$ cat src/tcc_pkg.sv
// tcc_pkg: constants for the timer compare/capture register block.
// assumes every file refers to these names with an explicit tcc_pkg:: scope.
package tcc_pkg;

   // structure
   localparam int NUM_CH  = 5;                      // timer channels
   localparam int NUM_GR  = 10;                     // two general registers per channel
   localparam int NUM_SH  = 4;                      // shadow registers, channels 3 and 4
   localparam int SH_BASE = 6;                      // first general register with a shadow (a_ch3)
   localparam int IOC_W   = 3;                      // io control field width per register

   // register index on the cpu select port
   localparam logic [3:0] IDX_CC_A_CH0 = 4'h0;
   localparam logic [3:0] IDX_CC_B_CH0 = 4'h1;
   localparam logic [3:0] IDX_CC_A_CH1 = 4'h2;
   localparam logic [3:0] IDX_CC_B_CH1 = 4'h3;
   localparam logic [3:0] IDX_CC_A_CH2 = 4'h4;
   localparam logic [3:0] IDX_CC_B_CH2 = 4'h5;
   localparam logic [3:0] IDX_CC_A_CH3 = 4'h6;
   localparam logic [3:0] IDX_CC_B_CH3 = 4'h7;
   localparam logic [3:0] IDX_CC_A_CH4 = 4'h8;
   localparam logic [3:0] IDX_CC_B_CH4 = 4'h9;
   localparam logic [3:0] IDX_SH_A_CH3 = 4'ha;
   localparam logic [3:0] IDX_SH_B_CH3 = 4'hb;
   localparam logic [3:0] IDX_SH_A_CH4 = 4'hc;
   localparam logic [3:0] IDX_SH_B_CH4 = 4'hd;

   // reset values
   localparam logic [15:0] GR_RESET = 16'hffff;
   localparam logic [15:0] SH_RESET = 16'hffff;

   // io control field layout: bit 2 picks capture, bits 1:0 the action
   localparam int IOC_CAP_BIT = 2;
   localparam logic [1:0] OUT_NONE   = 2'h0;        // compare, no pin output
   localparam logic [1:0] OUT_LOW    = 2'h1;        // compare, drive 0 on match
   localparam logic [1:0] OUT_HIGH   = 2'h2;        // compare, drive 1 on match
   localparam logic [1:0] OUT_TOGGLE = 2'h3;        // compare, toggle on match
   localparam logic [1:0] CAP_RISE   = 2'h0;        // capture on rising edge
   localparam logic [1:0] CAP_FALL   = 2'h1;        // capture on falling edge; 1x is both edges

   // counter clear select
   localparam logic [1:0] CLR_NONE = 2'h0;
   localparam logic [1:0] CLR_BY_A = 2'h1;
   localparam logic [1:0] CLR_BY_B = 2'h2;

endpackage : tcc_pkg

$ cat src/tcc_regs.sv
// tcc_regs: compare/capture and shadow registers of a five channel 16-bit timer.
// assumes the counters, status register, io control and mode logic live outside
// and that all inputs are synchronous to clk.
//
// Summary of operation
// - ten 16-bit general registers, two per channel
// - io control picks compare or capture role
// - compare registers compared against counter continuously
// - counter match sets flag a or b
// - enabled compare output drives selected pin value
// - capture stores counter on external edge
// - capture sets flag a or b same cycle
// - only selected capture edges are accepted
// - pwm modes ignore io control setting
// - cpu word or byte access general registers
// - reset/standby: compare role, pin disabled
// - reset/standby loads general registers all ones
// - four 16-bit shadow registers, channels 3, 4
// - four separate shadow enable bits
// - shadow follows its pair's compare/capture role
// - buffered compare copies shadow on match
// - buffered capture moves old value to shadow
// - cpu word or byte access shadow registers
// - reset/standby loads shadow registers all ones
// - enable 0 normal, 1 buffered pair
// - clear select clears counter on a/b event
`timescale 1ns/10ps
module tcc_regs (
   // clock and reset
   input  wire logic                       clk,
   input  wire logic                       rst_n,
   input  wire logic                       clk_en,
   input  wire logic                       standby,
   // cpu register port
   input  wire logic [3:0]                 cpu_sel,
   input  wire logic                       cpu_wr,
   input  wire logic                       cpu_rd,
   input  wire logic [1:0]                 cpu_be,
   input  wire logic [15:0]                cpu_wdata,
   output logic      [15:0]                cpu_rdata,
   // from the rest of the timer unit
   input  wire logic [16*tcc_pkg::NUM_CH-1:0]    chan_cnt,
   input  wire logic [tcc_pkg::IOC_W*tcc_pkg::NUM_GR-1:0] io_ctrl,
   input  wire logic [tcc_pkg::NUM_CH-1:0]       pwm_mode,
   input  wire logic [2*tcc_pkg::NUM_CH-1:0]     clear_sel,
   input  wire logic [tcc_pkg::NUM_SH-1:0]       shadow_en,
   // capture pins
   input  wire logic [tcc_pkg::NUM_GR-1:0]       capture_in,
   // compare pins and event outputs
   output logic      [tcc_pkg::NUM_GR-1:0]       cmp_out,
   output logic      [tcc_pkg::NUM_GR-1:0]       cmp_oe,
   output logic      [tcc_pkg::NUM_GR-1:0]       flag_set,
   output logic      [tcc_pkg::NUM_CH-1:0]       counter_clear
);

   logic [15:0] gr_val [tcc_pkg::NUM_GR];
   logic [15:0] sh_val [tcc_pkg::NUM_SH];
   logic [tcc_pkg::NUM_GR-1:0] ev;          // match or capture, combinational

   // one slice per general register; slices 6..9 also own a shadow register
   for (genvar i = 0; i < tcc_pkg::NUM_GR; i++) begin : g_gr
      localparam int CH = i / 2;
      localparam logic [3:0] SEL = 4'(i);
      logic [15:0] gr_q, gr_d;
      logic        eq_q, eq_d, cin_q, cin_d;
      logic        out_q, out_d, oe_q, oe_d, flag_q, flag_d;
      logic [2:0]  ioc;
      logic [15:0] cnt, wr_val, sh_cur;
      logic        cap_mode, match, rise, fall, cap_evt, buf_on;

      assign cnt = chan_cnt[CH*16 +: 16];
      // pwm modes own the pins, so io control falls back to plain compare
      assign ioc      = pwm_mode[CH] ? 3'h0 : io_ctrl[i*tcc_pkg::IOC_W +: tcc_pkg::IOC_W];
      assign cap_mode = ioc[tcc_pkg::IOC_CAP_BIT];
      // match fires once on the counter reaching the value, not every cycle it sits there
      assign match    = !cap_mode && (cnt == gr_q) && !eq_q;
      assign rise     = capture_in[i] && !cin_q;
      assign fall     = !capture_in[i] && cin_q;
      assign cap_evt  = cap_mode && (ioc[1] ? (rise || fall)
                                   : (ioc[1:0] == tcc_pkg::CAP_FALL) ? fall : rise);
      assign ev[i]    = match || cap_evt;
      assign wr_val   = {cpu_be[1] ? cpu_wdata[15:8] : gr_q[15:8],
                         cpu_be[0] ? cpu_wdata[7:0]  : gr_q[7:0]};

      if (i >= tcc_pkg::SH_BASE) begin : g_sh
         localparam int S = i - tcc_pkg::SH_BASE;
         localparam logic [3:0] SSEL = 4'(tcc_pkg::IDX_SH_A_CH3 + 4'(S));
         logic [15:0] sh_q, sh_d;
         assign buf_on = shadow_en[S];
         assign sh_cur = sh_q;

         // shadow: cpu write, overridden by the capture push
         always_comb begin
            sh_d = sh_q;
            if (standby) begin
               sh_d = tcc_pkg::SH_RESET;
            end else begin
               if (cpu_wr && cpu_sel == SSEL) begin
                  sh_d = {cpu_be[1] ? cpu_wdata[15:8] : sh_q[15:8],
                          cpu_be[0] ? cpu_wdata[7:0]  : sh_q[7:0]};
               end
               if (buf_on && cap_evt) begin
                  sh_d = gr_q;
               end
            end
         end

         always_ff @(posedge clk or negedge rst_n) begin
            if (!rst_n) begin
               sh_q <= tcc_pkg::SH_RESET;
            end else if (clk_en) begin
               sh_q <= sh_d;
            end
         end
         assign sh_val[S] = sh_q;
      end else begin : g_nosh
         assign buf_on = 1'b0;
         assign sh_cur = tcc_pkg::SH_RESET;
      end

      // general register, pin output and flag pulse
      always_comb begin
         gr_d   = gr_q;
         out_d  = out_q;
         oe_d   = 1'b0;
         flag_d = 1'b0;
         eq_d   = (cnt == gr_q);
         cin_d  = capture_in[i];
         if (standby) begin
            gr_d  = tcc_pkg::GR_RESET;
            out_d = 1'b0;
         end else begin
            if (cpu_wr && cpu_sel == SEL) begin
               gr_d = wr_val;
            end
            // hardware loads come last so they win over the cpu
            if (cap_evt) begin
               gr_d = cnt;
            end else if (match && buf_on) begin
               gr_d = sh_cur;
            end
            flag_d = match || cap_evt;
            oe_d   = !cap_mode && (ioc[1:0] != tcc_pkg::OUT_NONE);
            if (match) begin
               case (ioc[1:0])
                  tcc_pkg::OUT_LOW:    out_d = 1'b0;
                  tcc_pkg::OUT_HIGH:   out_d = 1'b1;
                  tcc_pkg::OUT_TOGGLE: out_d = !out_q;
                  default:             out_d = out_q;
               endcase
            end
         end
      end

      always_ff @(posedge clk or negedge rst_n) begin
         if (!rst_n) begin
            gr_q   <= tcc_pkg::GR_RESET;
            out_q  <= 1'b0;
            oe_q   <= 1'b0;
            flag_q <= 1'b0;
            eq_q   <= 1'b0;
            cin_q  <= 1'b0;
         end else if (clk_en) begin
            gr_q   <= gr_d;
            out_q  <= out_d;
            oe_q   <= oe_d;
            flag_q <= flag_d;
            eq_q   <= eq_d;
            cin_q  <= cin_d;
         end
      end

      assign gr_val[i]   = gr_q;
      assign cmp_out[i]  = out_q;
      assign cmp_oe[i]   = oe_q;
      assign flag_set[i] = flag_q;
   end

   // counter clear request per channel, from the selected register's event
   logic [tcc_pkg::NUM_CH-1:0] clr_q, clr_d;
   always_comb begin
      for (int c = 0; c < tcc_pkg::NUM_CH; c++) begin
         clr_d[c] = !standby &&
                    (((clear_sel[2*c +: 2] == tcc_pkg::CLR_BY_A) && ev[2*c]) ||
                     ((clear_sel[2*c +: 2] == tcc_pkg::CLR_BY_B) && ev[2*c+1]));
      end
   end

   always_ff @(posedge clk or negedge rst_n) begin
      if (!rst_n) begin
         clr_q <= '0;
      end else if (clk_en) begin
         clr_q <= clr_d;
      end
   end
   assign counter_clear = clr_q;

   // read data, registered; unmapped indexes read zero
   logic [15:0] rd_q, rd_d;
   always_comb begin
      rd_d = rd_q;
      if (cpu_rd) begin
         if (cpu_sel < 4'(tcc_pkg::NUM_GR)) begin
            rd_d = gr_val[cpu_sel];
         end else if (cpu_sel >= tcc_pkg::IDX_SH_A_CH3 && cpu_sel <= tcc_pkg::IDX_SH_B_CH4) begin
            rd_d = sh_val[2'(cpu_sel - tcc_pkg::IDX_SH_A_CH3)];
         end else begin
            rd_d = 16'h0000;
         end
      end
   end

   always_ff @(posedge clk or negedge rst_n) begin
      if (!rst_n) begin
         rd_q <= 16'h0000;
      end else if (clk_en) begin
         rd_q <= rd_d;
      end
   end
   assign cpu_rdata = rd_q;

endmodule : tcc_regs

$ cat config.mk
export PLATFORM = sky130hd
export DESIGN_NAME = tcc_regs
export DESIGN_NICKNAME = d
export VERILOG_FILES = /design/src/tcc_pkg.sv /design/src/tcc_regs.sv
export SDC_FILE = /design/constraint.sdc
export NUM_CORES = 1
export LEC_CHECK = 0
export BUFFER_PORTS_ARGS = -buffer_cell sky130_fd_sc_hd__buf_2
export CAP_MARGIN = 40
export CORE_MARGIN = 4
export CORE_UTILIZATION = 50
export DETAILED_ROUTE_END_ITERATION = 8
export PLACE_DENSITY = 0.72
export SETUP_SLACK_MARGIN = 0.4
export SYNTH_ARGS = -nofsm -noshare
export SYNTH_HDL_FRONTEND = slang
export SYNTH_SLANG_ARGS = --single-unit
export TNS_END_PERCENT = 20
$ cat constraint.sdc
create_clock -name clk -period 2.45 [get_ports clk]
set_input_delay 0.3675 -clock clk [delete_from_list [all_inputs] [get_ports clk]]
set_output_delay 0.3675 -clock clk [all_outputs]
set_load 0.005 [all_outputs]
==> results by group, run 1 <==
Logic synthesis
  – Post-synthesis sequential area ratio: 37.05%
  – Mapped Cells: 2184
  – Mapped Avg Cell Area: 9.469 um2
  – Synth cell types: 63
  – Most common cell in the netlist: nand2_1
  – Post-synthesis register bit count: 295
  – Number of flops mapped to enable cells by yosys: 0
  – Async SR Flop Fraction: 100.0%
  – Synth warn: 0
  – Commonest cells in the synthesized netlist: 247 x nand2_1, 224 x dfstp_2, 149 x a211oi_1
  – Yosys top cell area share: 28.46%
  – Synthesized Nets: 2379
  – Main synth FF type: dfstp_2
  – Dominant cell type by area after synthesis: dfstp_2
  – Synthesized area: 0.02068 mm2
  – Top cells by area, synth: dfstp_2 28%, dfrtp_1 8.6%, xor2_1 5.5%

Clocking
  – Clock root cell: clkbuf_16
  – Worst-Skew Late Latency: 0.55 ns
  – Max clock buf depth: 3
  – Clock slew at reported path FFs: 0.06 ns
  – H-tree levels: 2
  – Sink Count: 295
  – CTS tree: yes
  – Clock buffer count from CTS: 37

STA
  – Clock Skews: 0.01334 ns
  – Hold Fails Final Rpt: 0
  – Fmax: 416.5 MHz
  – Slew @ Worst Pin: 0.8186 ns
  – Fin worst setup slack: 0.04899 ns
  – Fin. max-slew vios: 0
  – Crit share post-route: 98.00%
  – RSZ-0062 raised after global routing: true
  – Final Critical Period: 2.401 ns
  – Max_slew headroom: 45.24%
  – Final setup violation count: 0
  – Final setup TNS: 0 ns

GRT
  – Largest net degree at the start of global routing: 74
  – GRT Total Usage: 34.34%
  – Vias in the first global route: 19000
  – Global-route wire length before repair: 118000 um
  – Antenna violations before repair: 6
  – GRT Residual Overflow: 0

Drt
  – Post-route DRC: 0
  – DR vias: 19670
  – Routed Antenna Nets: 0
  – Drt first-iter violations: 2448
  – TritonRoute pass-1 iters: 8
  – Total Routed Length: 78920 um
  – Wirelength per Cell: 25.99 um
  – DR vias/cell: 6.476

Layout
  – Fillers: 3377
  – Nets: 2667
  – Syn-to-layout area delta: 23.15%
  – Multi-input logic area: 0.01252 mm2
  – Finished layout cell area: 0.02547 mm2
  – Layout cells sized above 1: 37.08%
  – Register area: 0.007662 mm2

Hold path
  – Worst Hold Class: input pin to flop
  – Worst hold path depth: 2

Setup path
  – Crit path capture type: flop
  – Crit Path Max Fanout: 3
  – Worst endpoint required time: 2.89 ns
  – Worst EP arrival: 2.84 ns
  – Path depth of the worst reg2reg path: 6
  – Kind of critical path: flop to flop
  – Setup crit start kind: flop

Power
  – Pwr Total: 16.71 mW
  – Leak: 10.85 nW
  – P per Cell Area: 656.0 mW/mm2
  – Worst vdd ir: 0.0004085 V

Floorplanning
  – Die height: 211.4 um
  – Row count: 74
  – Initial core utilization: 50.65%
  – # IOs: 218
  – Chip Width: 211.4 um
  – CORE AREA: 0.04083 mm2
  – Die area: 0.04468 mm2

Placed design
  – Hpwl dp: 58360 um
  – Gpl congestion: 1.041
  – Pre-CTS WS: -0.2129 ns
  – Placed Instance Area: 0.02360 mm2
  – # port buffers: 217

Flow run
  – Max-cap viol count: 0

Run status
  – Status: complete, no violations
-- critical path, cell delays in order, from the launching register on --
cell and delay, ns:
dfstp_2 0.57, xor2_1 0.14, nor4_1 0.52, nand4_1 0.32, nor3_1 0.46, o2111ai_1 0.17, o311ai_0 0.11
-- placed cells by master (no fill, tap or decap), types with 10 or more instances in the layout --
| cell | count |
|---|---|
| mux2_2 | 60 |
| a221oi_1 | 21 |
| inv_1 | 53 |
| nor4_1 | 28 |
| mux4_2 | 48 |
| a221oi_2 | 12 |
| nand2_1 | 245 |
| dfstp_2 | 224 |
| nor3_1 | 12 |
| a211oi_1 | 143 |
| nor2b_1 | 109 |
| buf_2 | 215 |
| a21o_1 | 17 |
| o32a_1 | 32 |
| nand4_1 | 22 |
| mux2i_1 | 80 |
| and2_1 | 51 |
| xnor2_1 | 27 |
| a21oi_1 | 83 |
| dfrtp_1 | 71 |
| xor2_1 | 127 |
| buf_12 | 23 |
| nor2_1 | 85 |
| a22oi_1 | 17 |
| o21ai_0 | 130 |
| buf_4 | 195 |
| o221ai_1 | 17 |
| and3_1 | 51 |
| clkbuf_1 | 13 |
| clkbuf_8 | 13 |
| o311ai_0 | 10 |
| ha_1 | 24 |
| clkbuf_16 | 40 |
| a211o_1 | 17 |
| nand3_1 | 19 |
-- metal layers --
layer	vias to the layer above	global-route usage, %	routed length [um]
met5	-	0	32
met4	4	12.19	3084
met3	202	8.447	8741
met2	1183	49.86	33790
met1	9716	50.24	33270
li1	8562	-	-
-- cells by family (layout without fill, tap and decap cells) --
family / after synthesis / count (layout) / synth area share [%]
simple gates: 675 / 675 / 16.34
compound gates: 574 / 574 / 19.88
flops: 295 / 295 / 37.05
buf+inv: 253 / 569 / 5.318
mux: 198 / 198 / 12.90
xor+xnor: 161 / 161 / 6.819
fa+ha+maj: 28 / 28 / 1.694
other cells: 0 / 5 / 0
-- layout make-up --
type                       instances  area share (%)
antenna                            5         0.04913
clock buffer                      64           4.672
clock inverter                     3         0.08352
inverter                          55          0.8156
multi-input combinational       1636           49.17
sequential                       295           30.09
tap                              532           2.614
timing repair buffer             447           12.51
-- registers in the layout (all words and copies together), names as in the netlist --
signal / flops
g_gr.g_sh.sh_q: 64
g_gr.eq_q: 10
counter_clear: 5
g_gr.flag_q: 10
g_gr.oe_q: 10
g_gr.out_q: 10
cpu_rdata: 16
g_gr.gr_q: 160
g_gr.cin_q: 10
-- where the power goes --
group / switching, mW / leakage [nW] / internal (mW)
Clock: 2.26 / 0.591 / 3.29
Sequential: 0.794 / 3.29 / 6.01
Combinational: 2.39 / 6.98 / 1.96
Total: 5.44 / 10.9 / 11.3
-- per-stage QoR --
stage	hold slack [ns]	cells	util, %
after floorplan	0.07191	2184	-
after CTS	0.009426	3014	61.57
after global routing	0.02880	3036	62.36
final	0.03696	3037	62.37
after detailed placement	0.4689	2927	57.79
after global placement	0.4629	2927	57.79
-- path summary, 6_finish.rpt --
path / start / end / slack (ns)
hold reg to reg: g_gr[3].eq_q / g_gr[3].eq_q / 0.48
setup / recovery: g_gr[5].gr_q[10] / counter_clear[2] / 0.05
min in group asynchronous: rst_n / g_gr[3].gr_q[5] / 0.05
setup reg to reg: g_gr[5].gr_q[10] / counter_clear[2] / 0.05
max in group asynchronous: rst_n / g_gr[7].g_sh.sh_q[13] / 1.86
hold / removal: clear_sel[3] / counter_clear[1] / 0.04
-- what timing repair did --
action                     CTS  global route
cloned                       0             3
pin swaps                   18            26
hold buffers                 0             0
buffers inserted            20            15
gates resized for setup     29            36
setup endpoints to repair  205           248
Note: power is estimated with default switching activity, not from simulation.
==> run 2: changes to the inputs <==
--- a/config.mk
+++ b/config.mk
@@ -5,6 +5,7 @@
 export SDC_FILE = /design/constraint.sdc
 export NUM_CORES = 1
 export LEC_CHECK = 0
+export ABC_AREA = 1
 export BUFFER_PORTS_ARGS = -buffer_cell sky130_fd_sc_hd__buf_2
 export CAP_MARGIN = 40
 export CORE_MARGIN = 4
==> results by group, run 2 <==
STA
  – Fin. max-slew vios: 0 (unchanged)
  – Clock Skews: 0.02939 ns (+0.01605 ns)
  – Final setup TNS: 0 ns (unchanged)
  – Fmax: 476.4 MHz (+14%)
  – Final Critical Period: 2.099 ns (-0.3020 ns)
  – Slew @ Worst Pin: 0.7020 ns (-0.1166 ns)
  – Crit share post-route: 85.67% (-12 points)
  – Hold Fails Final Rpt: 0 (unchanged)
  – Max_slew headroom: 53.15% (+7.9 points)
  – Final setup violation count: 0 (unchanged)
  – RSZ-0062 raised after global routing: true

Layout
  – Syn-to-layout area delta: 19.06%
  – Non-Filler Instances: 4048 (+33%)
  – Most frequent cells in the layout: 870 x nand2_1, 403 x o21ai_0, 345 x inv_1
  – Max reg flops: 160 (unchanged)
  – Nets: 3625 (+36%)
  – Commonest non-fill, non-tap cell in the layout: nand2_1
  – Fillers: 4014 (+19%)
  – Top reg by flops: g_gr.gr_q
  – Layout cells sized above 1: 27.60% (-9.5 points)

Hold path
  – Hold_sp: capture_in[6]
  – WHS Endpoint: g_gr[6].cin_q
  – Worst hold path depth: 3 (+1)
  – Worst Hold Class: input pin to flop

Setup path
  – Path depth of the worst reg2reg path: 8 (+2)
  – Critical Path, Cell by Cell: ha_1 -> a21oi_1 -> nand3_4 -> nand3_2 -> nand2_4 -> a21oi_4 -> o21ai_0 -> o21ai_1
  – Worst EP arrival: 2.60 ns (-0.24 ns)
  – Flop2flop setup slack: 0.35 ns (+0.30 ns)
  – Crit Reg-Reg Endpoint: g_gr[4].gr_q[1]
  – Crit Path Max Fanout: 16 (+13)
  – Worst path bufs/invs: 0 (unchanged)
  – Crit path capture type: flop
  – Worst endpoint required time: 2.95 ns (+0.06 ns)
  – Setup crit start kind: flop
  – Kind of critical path: flop to flop
  – Reg2Reg Launch Point: g_gr[4].cin_q
  – Slowest cell delay on critical path: 0.39 ns (-0.18 ns)
  – CP max-delay cell: dfrtp_1
  – CP delay by family, top: compound AO/OA/AOI/OAI gates

Logic synthesis
  – Dominant cell type by area after synthesis: dfstp_2
  – Mapped Cells: 3180 (+46%)
  – Synth cell types: 53 (-16%)
  – Main synth FF type: dfstp_2
  – Synthesized area: 0.02211 mm2 (+6.9%)
  – Most common cell in the netlist: nand2_1
  – Synthesized Nets: 3375 (+42%)
  – Synth warn: 0 (unchanged)
  – Async SR Flop Fraction: 100.0% (unchanged)
  – Yosys top cell area share: 26.62% (-1.8 points)
  – Post-synthesis sequential area ratio: 34.65% (-2.4 points)
  – Mapped Avg Cell Area: 6.953 um2 (-27%)
  – Number of flops mapped to enable cells by yosys: 0 (unchanged)
  – Top cells by area, synth: dfstp_2 27%, nand2_1 16%, o21ai_0 9.2%
  – Post-synthesis register bit count: 295 (unchanged)
  – Commonest cells in the synthesized netlist: 919 x nand2_1, 405 x o21ai_0, 383 x inv_1

Clocking
  – CTS tree: yes
  – Clock buffer count from CTS: 39 (+5.4%)
  – Clock root cell: clkbuf_16
  – Max clock buf depth: 3 (unchanged)
  – Clock slew at reported path FFs: 0.06 ns (about the same)
  – Worst-Skew Late Latency: 0.59 ns (+0.04 ns)
  – Sink Count: 295 (unchanged)
  – H-tree levels: 2 (unchanged)

Power
  – P per Cell Area: 684.4 mW/mm2 (+4.3%)
  – NetSw: 6.255 mW (+15%)
  – Flop pwr share: 38.4% (-2.3 points)
  – Leak: 12.89 nW (+19%)
  – Worst vdd ir: 0.0006392 V (+56%)
  – Internal: 11.76 mW (+4.4%)
  – Clk pwr share: 34.7% (+1.5 points)
  – Combinational share of power: 26.9% (+0.9 points)
  – Switching share of power: 34.72% (+2.1 points)

GRT
  – GRT Residual Overflow: 0 (unchanged)
  – Largest net degree at the start of global routing: 64 (-14%)
  – Global-route wire length before repair: 133500 um (+13%)
  – Antenna violations before repair: 3 (-3)
  – Vias in the first global route: 21910 (+15%)
  – GRT Total Usage: 36.43% (+2.1 points)

Floorplanning
  – # IOs: 218 (unchanged)
  – Row count: 76 (+2.7%)
  – Die height: 218.3 um (+3.3%)
  – Initial core utilization: 50.99% (+0.35 points)
  – Chip Width: 218.3 um (+3.3%)
  – CORE AREA: 0.04336 mm2 (+6.2%)
  – Die area: 0.04765 mm2 (+6.7%)

Drt
  – WL met3: 9194 um (+5.2%)
  – Routed Antenna Nets: 0 (unchanged)
  – Wirelength per Cell: 22.40 um (-14%)
  – Post-route DRC: 0 (unchanged)
  – DR vias: 23510 (+20%)
  – Max Used Layer: met5
  – DR vias/cell: 5.809 (-10%)
  – Total Routed Length: 90700 um (+15%)
  – Met2 WL post-DR: 40300 um (+19%)
  – Drt first-iter violations: 2723 (+11%)
  – M1 wire length: 36350 um (+9.3%)
  – TritonRoute pass-1 iters: 7 (-1)

Placed design
  – Gpl congestion: 1.042 (about the same)
  – DP Cell Count: 3902 (+33%)
  – # port buffers: 217 (unchanged)
  – Hpwl dp: 66740 um (+14%)

Flow run
  – Max-cap viol count: 0 (unchanged)

Run status
  – Status: complete, no violations
==> run 2: power groups by stage <==
stage | Combinational [mW] | Clock (mW) | Sequential (mW)
floorplan | 2.84 | 0 | 6.68
global placement | 4.29 | 0 | 6.91
detailed placement | 4.37 | 0 | 6.93
CTS | 4.42 | 6.31 | 6.87
global route | 5.27 | 6.50 | 7.02
finish | 4.84 | 6.25 | 6.93
==> run 2: through the flow <==
| stage | power, mW | hold WS [ns] | worst slack [ns] | util [%] | instance area [um2] |
|---|---|---|---|---|---|
| 2_1_floorplan | 9.521 | 0.07191 | 0.6320 | - | 22110 |
| 3_3_place_gp | 11.20 | 0.3560 | 0.1462 | 54.95 | 23830 |
| 3_5_place_dp | 11.30 | 0.3590 | 0.04374 | 54.95 | 23830 |
| 4_1_cts | 17.61 | 0.003958 | 0.2987 | 58.40 | 25320 |
| 5_1_grt | 18.79 | 0.06400 | 0.2147 | 60.71 | 26320 |
| 6_report | 18.02 | 0.02014 | 0.3510 | 60.71 | 26330 |
==> run 2: logic make-up after synthesis <==
kind of cell    after synthesis  synth area share (%)
compound gates              770                 20.08
xor+xnor                     93                 3.684
simple gates               1379                 27.90
buf+inv                     615                 12.10
fa+ha+maj                    28                 1.584
flops                       295                 34.65
==> run 2: final cells by class <==
class / instances / area [um2] / share of cell area (%)
Multi-Input combinational cell: 2271 / 12200 / 46.35
Antenna cell: 3 / 7.507 / 0.02852
Inverter: 427 / 1634 / 6.207
Clock buffer: 60 / 1177 / 4.472
Sequential cell: 295 / 7662 / 29.11
Timing Repair Buffer: 396 / 2714 / 10.31
Clock inverter: 11 / 197.7 / 0.7509
Tap cell: 585 / 732.0 / 2.780
==> run 2: worst min-delay path, stage by stage <==
cell     delay [ns]
buf_2          0.10
nand2_1        0.04
o21ai_0        0.06
==> run 2: worst max path at each step <==
stage                                  to  cells past startpoint       startpoint
floorplan           g_gr[8].g_sh.sh_q[15]                     13      pwm_mode[4]
global placement     g_gr[7].g_sh.sh_q[2]                     12      pwm_mode[3]
detailed placement  g_gr[8].g_sh.sh_q[12]                     11      pwm_mode[4]
CTS                         g_gr[7].out_q                     13  g_gr[7].gr_q[2]
global route              g_gr[4].gr_q[6]                      8    g_gr[4].cin_q
finish                    g_gr[4].gr_q[1]                      8    g_gr[4].cin_q
==> run 2: repair_timing <==
item	CTS	global route
setup buffers	6	62
endpoints found under the hold margin	28	0
pin swaps	5	77
gates cloned	0	3
gates resized for setup	13	157
setup endpoints to repair	109	217
hold buffers	1	0
==> run 2: routing by layer <==
metal,vias up,track usage (%)
li1,10870,-
met1,11140,48.39
met4,2,16.58
met3,252,7.967
met2,1249,57.05
met5,-,0
